$ cat src/common/dlc_pkg.sv
// Constants and types shared by the link control register bank.
// Assumes an 8-bit register space reached through a 32-bit word bus.
package dlc_pkg;

   // Register indices; byte address is four times the index
   localparam logic [5:0] DLC_IDX_CTRL = 6'h04;
   localparam logic [5:0] DLC_IDX_EQ   = 6'h05;
   localparam logic [5:0] DLC_IDX_MISC = 6'h06;

   // Sleep and channel control fields
   localparam int DLC_CTRL_SLEEP_BIT = 4;
   localparam int DLC_CTRL_TYPE_LSB  = 2;
   localparam int DLC_CTRL_REV_BIT   = 1;
   localparam int DLC_CTRL_FWD_BIT   = 0;

   // Conversion and equalizer fields
   localparam int DLC_EQ_ADDR_BIT = 7;
   localparam int DLC_EQ_HPF_LSB  = 5;
   localparam int DLC_EQ_BOOST_POWER_DOWN_BIT = 4;
   localparam int DLC_EQ_GAIN_LSB = 0;

   // Miscellaneous fields
   localparam int DLC_MISC_STAG_BIT  = 7;
   localparam int DLC_MISC_AUTO_BIT  = 6;
   localparam int DLC_MISC_IRQD_BIT  = 5;
   localparam int DLC_MISC_IRQL_BIT  = 4;
   localparam int DLC_MISC_P1DRV_BIT = 3;
   localparam int DLC_MISC_P1LVL_BIT = 2;
   localparam int DLC_MISC_P0DRV_BIT = 1;
   localparam int DLC_MISC_P0LVL_BIT = 0;

   // Peripheral interface codes
   localparam logic [1:0] DLC_IFACE_I2C  = 2'h0;
   localparam logic [1:0] DLC_IFACE_UART = 2'h1;

   // Values after reset
   localparam logic [1:0] DLC_RST_IFACE   = 2'h0;
   localparam logic       DLC_RST_REV     = 1'b1;
   localparam logic       DLC_RST_FWD     = 1'b1;
   localparam logic       DLC_RST_ADDR    = 1'b0;
   localparam logic [1:0] DLC_RST_HPF     = 2'h1;
   localparam logic       DLC_RST_BOOST_POWER_DOWN    = 1'b0;
   localparam logic [3:0] DLC_GAIN_EQS_HI = 4'h4;
   localparam logic [3:0] DLC_GAIN_EQS_LO = 4'h9;
   localparam logic       DLC_RST_STAG    = 1'b0;
   localparam logic       DLC_RST_AUTO    = 1'b0;
   localparam logic       DLC_RST_IRQD    = 1'b0;
   localparam logic       DLC_RST_PDRV    = 1'b1;
   localparam logic       DLC_RST_SLEEP   = 1'b0;

   // Strap capture sequence; Gray along the path
   typedef enum logic [1:0] {
      DLC_ST_FILL0 = 2'b00,
      DLC_ST_FILL1 = 2'b01,
      DLC_ST_LOAD  = 2'b11,
      DLC_ST_RUN   = 2'b10
   } dlc_strap_t;

endpackage : dlc_pkg

$ cat src/common/dlc_reg_if.sv
// Internal register access strobes between bus slave and register bank.
// Assumes both ends share one clock.
`timescale 1ns/10ps
`default_nettype none
interface dlc_reg_if;
   logic       rd;
   logic       wr;
   logic [5:0] index;
   logic [7:0] wdata;
   logic [7:0] rdata;
   logic       ready;

   modport slave (output rd, output wr, output index, output wdata, input rdata, input ready);
   modport bank  (input rd, input wr, input index, input wdata, output rdata, output ready);
endinterface : dlc_reg_if
`default_nettype wire

$ cat src/core/dlc_sync.sv
// Two-stage synchroniser for pin levels.
// Assumes inputs are asynchronous to clk.
`timescale 1ns/10ps
`default_nettype none
module dlc_sync #(
   parameter int W = 1
) (
   input  wire logic         clk,
   input  wire logic         rst,
   input  wire logic         ce,
   input  wire logic [W-1:0] d,
   output var  logic [W-1:0] q
);
   logic [W-1:0] meta_q;

   always_ff @(posedge clk or posedge rst) begin
      if (rst) begin
         meta_q <= '0;
         q      <= '0;
      end else if (ce) begin
         meta_q <= d;
         q      <= meta_q;
      end
   end
endmodule : dlc_sync
`default_nettype wire

$ cat src/core/dlc_avs_slave.sv
// Avalon-MM slave with waitrequest, turning bus cycles into strobes.
// Assumes a master that holds its request until waitrequest is low.
`timescale 1ns/10ps
`default_nettype none
module dlc_avs_slave
   import dlc_pkg::*;
(
   input  wire logic        clk,
   input  wire logic        rst,
   input  wire logic        ce,
   input  wire logic [7:0]  address,
   input  wire logic        read,
   input  wire logic        write,
   input  wire logic [31:0] writedata,
   input  wire logic [3:0]  byteenable,
   output var  logic [31:0] readdata,
   output var  logic        waitrequest,
   dlc_reg_if.slave         rif
);
   localparam int ANS_MAX = 5;

   logic ack_q;
   logic req;
   logic take;
   logic [7:0] rdata_q;

   assign req         = read | write;
   assign take        = req & ~ack_q & rif.ready & ce;
   assign waitrequest = req & ~ack_q;
   assign rif.index   = address[7:2];
   // Misaligned byte addresses land on no register
   assign rif.rd      = take & read;
   assign rif.wr      = take & write & ~read & byteenable[0] & (address[1:0] == 2'h0);
   assign rif.wdata   = writedata[7:0];
   assign readdata    = {24'h000000, rdata_q};

   always_ff @(posedge clk or posedge rst) begin
      if (rst) begin
         ack_q   <= 1'b0;
         rdata_q <= 8'h00;
      end else if (ce) begin
         ack_q <= take;
         if (take) begin
            rdata_q <= (address[1:0] == 2'h0) ? rif.rdata : 8'h00;
         end
      end
   end
endmodule : dlc_avs_slave
`default_nettype wire

$ cat src/core/dlc_link_ctrl.sv
// Control and status register bank of a serial-link deserializer.
// Assumes one 25 MHz clock; pins arrive asynchronously and are synchronised here.
//
// What this block does
// - The sleep bit puts the device to sleep when 1, and after reset takes a value derived from two strap pins.
// - The two-bit interface field selects I2C on 00, UART on 01 and no peripheral interface on 10 or 11, resetting to 00.
// - The reverse channel enable lets the device send toward the serializer when 1 and resets to 1.
// - The forward channel enable lets the device receive from the serializer when 1 and resets to 1.
// - The address mode bit makes the converter send the register address on 0 and command bytes only on 1, resetting to 0.
// - The highpass field picks the equalizer cutoff and resets to 01, and the boost power-down bit disables boosting when set.
// - The gain field selects boost steps, codes 11XX must never be written, and after reset it is 0100 or 1001 by the gain strap pin.
// - The auto error clear bit makes error registers and outputs reset automatically when 1 and resets to 0.
// - The interrupt forward disable bit passes the interrupt pin to the serializer when 0 and blocks it when 1.
// - A read-only bit reports the current interrupt pin level and ignores writes.
// - One drive bit sets general-purpose pin 1 and resets to 1, and a read-only bit returns that pin's level.
// - Another drive bit sets general-purpose pin 0 and resets to 1, and a read-only bit returns that pin's level.
`timescale 1ns/10ps
`default_nettype none
module dlc_link_ctrl
   import dlc_pkg::*;
(
   input  wire logic        SYS_CLK,
   input  wire logic        RST,
   input  wire logic        CE,
   input  wire logic [7:0]  AVS_ADDRESS,
   input  wire logic        AVS_READ,
   input  wire logic        AVS_WRITE,
   input  wire logic [31:0] AVS_WRITEDATA,
   input  wire logic [3:0]  AVS_BYTEENABLE,
   output var  logic [31:0] AVS_READDATA,
   output var  logic        AVS_WAITREQUEST,
   input  wire logic        CHANNEL_SIDE_PIN,
   input  wire logic        BASE_MODE_PIN,
   input  wire logic        GAIN_DEFAULT_PIN,
   input  wire logic        IRQ_IN,
   output var  logic        IRQ_FORWARD,
   output var  logic        SLEEP_MODE,
   output var  logic        PERIPH_I2C_EN,
   output var  logic        PERIPH_UART_EN,
   output var  logic        REVERSE_CHANNEL_ENABLE,
   output var  logic        FORWARD_CHANNEL_ENABLE,
   output var  logic        ADDRESS_SEND_MODE,
   output var  logic [1:0]  HIGHPASS_CUTOFF_SELECT,
   output var  logic        BOOST_POWER_DOWN,
   output var  logic [3:0]  BOOST_GAIN_SELECT,
   output var  logic        STAGGER_DISABLE,
   output var  logic        AUTO_ERROR_CLEAR,
   input  wire logic        PIN0_I,
   output var  logic        PIN0_O,
   output var  logic        PIN0_OE,
   input  wire logic        PIN1_I,
   output var  logic        PIN1_O,
   output var  logic        PIN1_OE
);

   ////////////////////////////////////////////////////////////////////////////
   // Helpers

   function automatic logic gain_legal(input logic [3:0] g);
      gain_legal = (g[3:2] != 2'h3);
   endfunction : gain_legal

   function automatic logic sleep_strap(input logic channel_side_pin, input logic ms);
      sleep_strap = ~channel_side_pin & ms;
   endfunction : sleep_strap

   ////////////////////////////////////////////////////////////////////////////
   // Bus slave and pin synchronisers

   dlc_reg_if rif ();

   dlc_avs_slave u_slave (
      .clk         (SYS_CLK),
      .rst         (RST),
      .ce          (CE),
      .address     (AVS_ADDRESS),
      .read        (AVS_READ),
      .write       (AVS_WRITE),
      .writedata   (AVS_WRITEDATA),
      .byteenable  (AVS_BYTEENABLE),
      .readdata    (AVS_READDATA),
      .waitrequest (AVS_WAITREQUEST),
      .rif         (rif.slave)
   );

   logic [5:0] pins_s;
   logic       cds_s;
   logic       ms_s;
   logic       eqs_s;
   logic       irq_s;
   logic       pin0_s;
   logic       pin1_s;

   dlc_sync #(.W(6)) u_sync (
      .clk (SYS_CLK),
      .rst (RST),
      .ce  (CE),
      .d   ({CHANNEL_SIDE_PIN, BASE_MODE_PIN, GAIN_DEFAULT_PIN, IRQ_IN, PIN1_I, PIN0_I}),
      .q   (pins_s)
   );

   assign {cds_s, ms_s, eqs_s, irq_s, pin1_s, pin0_s} = pins_s;

   ////////////////////////////////////////////////////////////////////////////
   // Strap capture after reset release

   dlc_strap_t st_q;
   dlc_strap_t st_d;
   logic       strap_load;

   always_comb begin
      case (st_q)
         DLC_ST_FILL0 : st_d = DLC_ST_FILL1;
         DLC_ST_FILL1 : st_d = DLC_ST_LOAD;
         DLC_ST_LOAD  : st_d = DLC_ST_RUN;
         DLC_ST_RUN   : st_d = DLC_ST_RUN;
         default      : st_d = DLC_ST_FILL0;
      endcase
   end

   // Synchronised straps are valid only from the third edge on
   assign strap_load = (st_q == DLC_ST_LOAD);
   assign rif.ready  = (st_q == DLC_ST_RUN);

   always_ff @(posedge SYS_CLK or posedge RST) begin
      if (RST) begin
         st_q <= DLC_ST_FILL0;
      end else if (CE) begin
         st_q <= st_d;
      end
   end

   ////////////////////////////////////////////////////////////////////////////
   // Register decode

   logic       wr_ctrl;
   logic       wr_eq;
   logic       wr_misc;
   logic [7:0] wd;

   assign wd      = rif.wdata;
   assign wr_ctrl = rif.wr & (rif.index == DLC_IDX_CTRL);
   assign wr_eq   = rif.wr & (rif.index == DLC_IDX_EQ);
   assign wr_misc = rif.wr & (rif.index == DLC_IDX_MISC);

   ////////////////////////////////////////////////////////////////////////////
   // Sleep and channel control

   logic       sleep_q;
   logic [1:0] iface_q;
   logic       rev_en_q;
   logic       fwd_en_q;

   always_ff @(posedge SYS_CLK or posedge RST) begin
      if (RST) begin
         sleep_q  <= DLC_RST_SLEEP;
         iface_q  <= DLC_RST_IFACE;
         rev_en_q <= DLC_RST_REV;
         fwd_en_q <= DLC_RST_FWD;
      end else if (CE) begin
         if (strap_load) begin
            sleep_q <= sleep_strap(cds_s, ms_s);
         end else if (wr_ctrl) begin
            sleep_q  <= wd[DLC_CTRL_SLEEP_BIT];
            iface_q  <= wd[DLC_CTRL_TYPE_LSB +: 2];
            rev_en_q <= wd[DLC_CTRL_REV_BIT];
            fwd_en_q <= wd[DLC_CTRL_FWD_BIT];
         end
      end
   end

   assign SLEEP_MODE             = sleep_q;
   assign PERIPH_I2C_EN          = (iface_q == DLC_IFACE_I2C);
   assign PERIPH_UART_EN         = (iface_q == DLC_IFACE_UART);
   assign REVERSE_CHANNEL_ENABLE = rev_en_q;
   assign FORWARD_CHANNEL_ENABLE = fwd_en_q;

   ////////////////////////////////////////////////////////////////////////////
   // Conversion and equalizer

   logic       addr_mode_q;
   logic [1:0] hpf_q;
   logic       boost_power_down_q;
   logic [3:0] gain_q;

   always_ff @(posedge SYS_CLK or posedge RST) begin
      if (RST) begin
         addr_mode_q <= DLC_RST_ADDR;
         hpf_q       <= DLC_RST_HPF;
         boost_power_down_q      <= DLC_RST_BOOST_POWER_DOWN;
         gain_q      <= DLC_GAIN_EQS_HI;
      end else if (CE) begin
         if (strap_load) begin
            gain_q <= eqs_s ? DLC_GAIN_EQS_HI : DLC_GAIN_EQS_LO;
         end else if (wr_eq) begin
            addr_mode_q <= wd[DLC_EQ_ADDR_BIT];
            hpf_q       <= wd[DLC_EQ_HPF_LSB +: 2];
            boost_power_down_q      <= wd[DLC_EQ_BOOST_POWER_DOWN_BIT];
            // Unusable gain codes never reach the equalizer
            if (gain_legal(wd[DLC_EQ_GAIN_LSB +: 4])) begin
               gain_q <= wd[DLC_EQ_GAIN_LSB +: 4];
            end
         end
      end
   end

   assign ADDRESS_SEND_MODE      = addr_mode_q;
   assign HIGHPASS_CUTOFF_SELECT = hpf_q;
   assign BOOST_POWER_DOWN       = boost_power_down_q;
   assign BOOST_GAIN_SELECT      = gain_q;

   ////////////////////////////////////////////////////////////////////////////
   // Miscellaneous: stagger, error clear, interrupt, pins

   logic stag_q;
   logic auto_q;
   logic irqd_q;
   logic p1_drv_q;
   logic p0_drv_q;
   logic irq_fwd_q;

   always_ff @(posedge SYS_CLK or posedge RST) begin
      if (RST) begin
         stag_q   <= DLC_RST_STAG;
         auto_q   <= DLC_RST_AUTO;
         irqd_q   <= DLC_RST_IRQD;
         p1_drv_q <= DLC_RST_PDRV;
         p0_drv_q <= DLC_RST_PDRV;
      end else if (CE && wr_misc) begin
         // Status bits 4, 2 and 0 of the write are dropped
         stag_q   <= wd[DLC_MISC_STAG_BIT];
         auto_q   <= wd[DLC_MISC_AUTO_BIT];
         irqd_q   <= wd[DLC_MISC_IRQD_BIT];
         p1_drv_q <= wd[DLC_MISC_P1DRV_BIT];
         p0_drv_q <= wd[DLC_MISC_P0DRV_BIT];
      end
   end

   always_ff @(posedge SYS_CLK or posedge RST) begin
      if (RST) begin
         irq_fwd_q <= 1'b0;
      end else if (CE) begin
         irq_fwd_q <= irq_s & ~irqd_q;
      end
   end

   assign STAGGER_DISABLE  = stag_q;
   assign AUTO_ERROR_CLEAR = auto_q;
   assign IRQ_FORWARD      = irq_fwd_q;
   // Open drain: a pin reads back low when another party pulls it
   assign PIN1_O           = 1'b0;
   assign PIN1_OE          = ~p1_drv_q;
   assign PIN0_O           = 1'b0;
   assign PIN0_OE          = ~p0_drv_q;

   ////////////////////////////////////////////////////////////////////////////
   // Read mux; status bits are live synchronised pin levels

   logic [7:0] rd_ctrl;
   logic [7:0] rd_eq;
   logic [7:0] rd_misc;

   assign rd_ctrl = {3'h0, sleep_q, iface_q, rev_en_q, fwd_en_q};
   assign rd_eq   = {addr_mode_q, hpf_q, boost_power_down_q, gain_q};
   assign rd_misc = {stag_q, auto_q, irqd_q, irq_s,
                     p1_drv_q, pin1_s, p0_drv_q, pin0_s};
   assign rif.rdata = (rif.index == DLC_IDX_CTRL) ? rd_ctrl :
                      (rif.index == DLC_IDX_EQ)   ? rd_eq   :
                      (rif.index == DLC_IDX_MISC) ? rd_misc : 8'h00;
endmodule : dlc_link_ctrl
`default_nettype wire

$ cat config.mk
export PLATFORM = sky130hd
export DESIGN_NAME = dlc_link_ctrl
export DESIGN_NICKNAME = d
export VERILOG_FILES = /design/src/common/dlc_pkg.sv /design/src/common/dlc_reg_if.sv /design/src/core/dlc_sync.sv /design/src/core/dlc_avs_slave.sv /design/src/core/dlc_link_ctrl.sv
export SDC_FILE = /design/constraint.sdc
export NUM_CORES = 1
export LEC_CHECK = 0
export ABC_CLOCK_PERIOD_IN_PS = 2100
export BUFFER_PORTS_ARGS = -buffer_cell sky130_fd_sc_hd__buf_2
export CAP_MARGIN = 5
export CORE_UTILIZATION = 45
export CTS_BUF_LIST = sky130_fd_sc_hd__clkbuf_16
export DETAILED_ROUTE_END_ITERATION = 10
export PLACE_DENSITY = 0.83
export SKIP_LAST_GASP = 1
export SLEW_MARGIN = 30
export SYNTH_ARGS = -nofsm -noshare
export SYNTH_HDL_FRONTEND = slang
export SYNTH_SLANG_ARGS = --single-unit
$ cat constraint.sdc
create_clock -name SYS_CLK -period 2.1 [get_ports SYS_CLK]
set_clock_uncertainty 0.2 [all_clocks]
set_input_delay 0.63 -clock SYS_CLK [delete_from_list [all_inputs] [get_ports SYS_CLK]]
set_output_delay 0.63 -clock SYS_CLK [all_outputs]
set_load 0.05 [all_outputs]
; Word-level counts from Yosys, hierarchy flattened
; Index checks and enable logic that the tools add are counted.
[totals]
latch_bits = 0
output_inout_bits = 53
rom_bits = 0
inputBits = 55
word_cells = 71
mem_count = 0
mem_bits_rw = 0
reg_bits = 42
[op_classes]
reduce_logical = 13
div = 0
shift = 0
n_addsub = 0
n_mul = 0
eq_ne = 8
n_mux = 11
magnitude_cmp = 0
n_bitwise = 20
[ops]
columns = cell, count
row1 = $mux 8, 4
row2 = $eq 6x3->1 const B, 3
row3 = $mux 4, 4
row4 = $and 1x1->1, 12
row5 = $reduce_and 3->1, 3
row6 = $not 1->1, 7
row7 = $logic_not 2->1, 3
row8 = $pmux 2 s3, 1
row9 = $reduce_bool 2->1, 3
row10 = $eq 2x1->1 const B, 2
row11 = $eq 2x2->1 const B, 2
row12 = $reduce_and 2->1, 2
row13 = $mux 1, 2
row14 = $ne 2x2->1 const B, 1
row15 = $reduce_or 2->1, 1
row16 = $logic_and 1x1->1, 1
row17 = $or 1x1->1, 1

; Depth between registers and ports, before layout
[logic_depth]
ltp_word = 11
mapped_depth = 6

; Modules after synthesis
; From an unflattened synthesis, not the netlist that was laid out.
[hier_totals]
cells_unflattened = 220
area_unflattened_um2 = 2374.8
[by_module_without_submodules]
columns = module, area_per_inst_um2, n_inst, cells_per_inst, seq_area_each_um2
row1 = dlc_link_ctrl, 1159.9, 1, 112, 533.0
row2 = dlc_avs_slave, 726.9, 1, 82, 225.2
row3 = dlc_sync, 488.0, 1, 26, 300.3

; Worst setup path before layout
; OpenSTA, ideal clock, no wires.
[synth_timing]
kind = input port to flip-flop
start = input AVS_ADDRESS[5]
end = register iface_q[0]
setup_time_ps = 128
path_stages = 5
path_slack_ps = -324
arrival_time_ps = 2097
path_cell_list = or4b_4 or3_1 buf_6 nor2_4 mux2_1
[synth_between]
elab_chain_len = 3
[synth_lines]
columns = item, line_no
row1 = start: declaration, dlc_link_ctrl.sv:25  ; input wire logic [7:0] AVS_ADDRESS,
row2 = $eq 6x3->1, dlc_link_ctrl.sv:142  ; assign wr_ctrl = rif.wr & (rif.index == DLC_IDX_CTRL);
row3 = $and 1x1->1, dlc_link_ctrl.sv:142
row4 = $reduce_and 3->1 (no line), n/a
row5 = end signal: assignment, dlc_link_ctrl.sv:165  ; iface_q <= wd[DLC_CTRL_TYPE_LSB +: 2];
row6 = end: declaration, dlc_link_ctrl.sv:150  ; logic [1:0] iface_q;
; No other way between the ends.
; A chain may end at the register's enable or synchronous reset.

; Final worst setup path
; Same ends and word-level chain as after synthesis.

==> results.cfg <==
[outcome]
status = finished, violations left
violations = setup timing

[die]
die_x_um = 70.2
io_pins = 108
dieHeight_um = 70.2
start_util_pct = 47.5
coreArea_um2 = 4410
row_count = 24
die_area_um2 = 4930

[cells_and_area]
multi_input_area_um2 = 942
final_nets = 311
drive_gt1_share_pct = 48.6
register_area_um2 = 1060
num-fill-cells = 333
finalNonFillerCells = 309
area_delta_synth_final_pct = 27.4
num_antenna_cells = 0

[power_and_ir_drop]
power.density_nw_per_um2 = 872
swShare_pct = 31.6
combPwrFrac_pct = 22.7
p_seq_share_pct = 40.8
max-vdd-ir-drop_mv = 0.616
leakage_nw = 1.31
clock_power_share_pct = 36.5
power.switching_mw = 0.736
internal-power_mw = 1.59

[timing]
maxSlewHeadroom_pct = 61.9
drv_slew = 0
fin_crit_ns = 2.20
worstMarginPinSlew_ns = 0.570
setup_slack_ns = -0.0957
max_freq_mhz = 455
rsz0062_at_grt = yes
timing.final.crit_share_pct = 105
setup_violations = 13
finalHoldViolations = 0
fin_setup_tns_ns = -0.554

[worst_setup_path]
cp_num_cells = 5
cp.arrival_ns = 2.16
worst-path-max-fanout = 5
criticalPathCategory = input port to flip-flop
start_kind = input port
reg2reg_slack_ns = 0.09
r2r-start = st_q[0]
crit_chain = buf_6 > or4b_4 > or3_4 > nor2_4 > mux2_4
path_buf_inv = 1
crit_family = simple AND/OR/NAND/NOR gates
r2r-end = iface_q[0]
end_kind = flip-flop
crit_start = AVS_ADDRESS[5]
cp_slowest_cell = or4b_4
crit_required_ns = 2.06
worstRegToRegCells = 5
cpPeakStageDelay_ns = 0.56
endpoint = iface_q[0]

[job]
max_cap_viol_count = 0

[drt]
drtPass1Iterations = 4
drt-met1-wl_um = 1850
wl_met2_um = 2540
num_vias = 1630
first_iter_violations = 36
postRouteAntennaNets = 0
drc = 0
drt-vias-per-instance = 5.28
top_layer_used = met4
wl_met3_um = 270
drt-total-wl_um = 4730
wl_per_cell_um = 15.3

[yosys]
synth-main-ff-cell = dfrtp_1
synth-edff-count = 0
synthDominantCellAreaShare_pct = 43.0
seq_area_frac_synth_pct = 50.5
syn_avg_cell_area_um2 = 11.3
synthesis.area_um2 = 2100
synth_most_common_cell = dfrtp_1
synth_top_area_cell = dfrtp_1
synth_area_leaders = dfrtp_1 (43%), mux2_2 (13%), buf_4 (9.3%), dfstp_2 (7.5%), a22oi_1 (2.9%)
synth_cells = 185
synth-seq-cells = 42
yosys-top-cells-count = dfrtp_1 (36), buf_4 (26), mux2_2 (25)
ys_types = 36
async_flop_share_pct = 100
yosysWarnings = 0

[global_routing]
grt_pass1_vias = 1569
grt_max_degree = 43
grt_pass1_wl_um = 7600
overflow = 0
antenna_found_initial = 0
grtUsageTotal_pct = 19.9

[clock_tree]
cts-root-buf = clkbuf_16
htreeDepth = 2
clock-sinks = 42
cts_made_buffers = 5
clock_path_buffers = 2
cts_tree = done
cts.clk_slew.worst_paths_ns = 0.05
clock_latency_ns = 0.28
cts_hold_buf = 0

[min_path]
hold_class = input port to asynchronous set/reset pin

[placed_design]
pre_cts_slack_ns = -0.437
dpl.hpwl_um = 3320
place.gp.congestion = 0.815
io_buffers = 54
place_inst = 299
-- power groups by stage --
stage	clock [mW]	sequential, mW	combinational [mW]
CTS	0.860	0.944	0.526
global route	0.889	0.957	0.561
global placement	0	0.955	0.508
detailed placement	0	0.958	0.518
floorplan	0	1.07	0.302
finish	0.850	0.949	0.529
-- flip-flops by register name, summed over array words and instances, names as in the netlist, 2 cells and up --
signal / count
u_slave.rdata_q: 8
u_sync.meta_q: 6
u_sync.q: 6
BOOST_GAIN_SELECT: 4
HIGHPASS_CUTOFF_SELECT: 2
iface_q: 2
st_q: 2
-- worst min path at each step --
stage | depth (start not counted) | from | to | slack [ns]
finish | 3 | RST | u_slave.rdata_q[0] | 0.26
global route | 2 | u_slave.rdata_q[6] | u_slave.rdata_q[6] | 0.30
CTS | 2 | u_slave.rdata_q[6] | u_slave.rdata_q[6] | 0.28
detailed placement | 2 | u_slave.rdata_q[6] | u_slave.rdata_q[6] | 0.27
global placement | 2 | u_slave.rdata_q[0] | u_slave.rdata_q[0] | 0.26
floorplan | 1 | st_q[1] | st_q[1] | 0.27
-- worst register-to-register path: stages (launching register included) --
cell and delay, ns:
dfrtp_1 0.41, and3b_1 0.32, nand4_1 0.23, buf_4 0.22
nor2_4 0.19, mux2_4 0.32
-- per-layer routing --
metal | global-route usage, % | vias up
li1 | - | 745
met2 | 34.6 | 78
met4 | 6.67 | 0
met1 | 24.3 | 800
met3 | 4.33 | 7
met5 | 0 | -
-- cells in the final DEF (no fill, tap or decap), types with 2 or more instances in the layout --
| cell type | Yosys | routed |
|---|---|---|
| conb_1 | 1 | 26 |
| a22oi_1 | 8 | 8 |
| a21oi_1 | 2 | 2 |
| clkinv_2 | 0 | 2 |
| clkbuf_16 | 0 | 5 |
| nor2_4 | 1 | 3 |
| o21ai_1 | 0 | 2 |
| nand2_1 | 16 | 15 |
| buf_6 | 1 | 3 |
| mux2_4 | 0 | 2 |
| mux2_1 | 4 | 2 |
| nor2_1 | 7 | 5 |
| o211ai_1 | 2 | 2 |
| o31ai_1 | 8 | 8 |
| dfrtp_1 | 36 | 36 |
| buf_2 | 2 | 53 |
| o21ai_0 | 9 | 4 |
| nand2b_1 | 4 | 4 |
| mux2_2 | 25 | 25 |
| inv_1 | 6 | 6 |
| buf_4 | 26 | 13 |
| dfstp_2 | 6 | 6 |
| o21ai_2 | 0 | 3 |
-- cells by family (layout without fill, tap and decap cells) --
family	Yosys count	after routing	synth area share [%]
mux	30	30	16.1
flops	42	42	50.5
buf+inv	37	84	11.8
simple gates	42	42	10.7
compound gates	33	33	10.7
other cells	1	26	0.179
-- stage by stage --
step           cell area, µm²  util (%)  hold WS, ns  power [mW]
5_1_grt                  2670      60.5        0.304        2.41
3_3_place_gp             2420      54.8        0.259        1.46
4_1_cts                  2630      59.6        0.284        2.33
6_report                 2670      60.5        0.261        2.33
3_5_place_dp             2420      54.8        0.270        1.48
2_1_floorplan            2200         -        0.271        1.37
-- final cells by class --
class | count | share of cell area (%)
multi-input combinational | 131 | 35.3
clock buffer | 5 | 4.69
clock inverter | 3 | 1.50
tap | 52 | 2.44
inverter | 6 | 0.843
timing repair buffer | 70 | 15.6
sequential | 42 | 39.6
-- repair_timing --
item	4_1_cts	5_1_grt
pin swaps	3	5
setup endpoints to repair	22	25
setup buffers	2	0
cloned	0	0
resized for setup	10	12
Note: power is estimated with default switching activity, not from simulation.
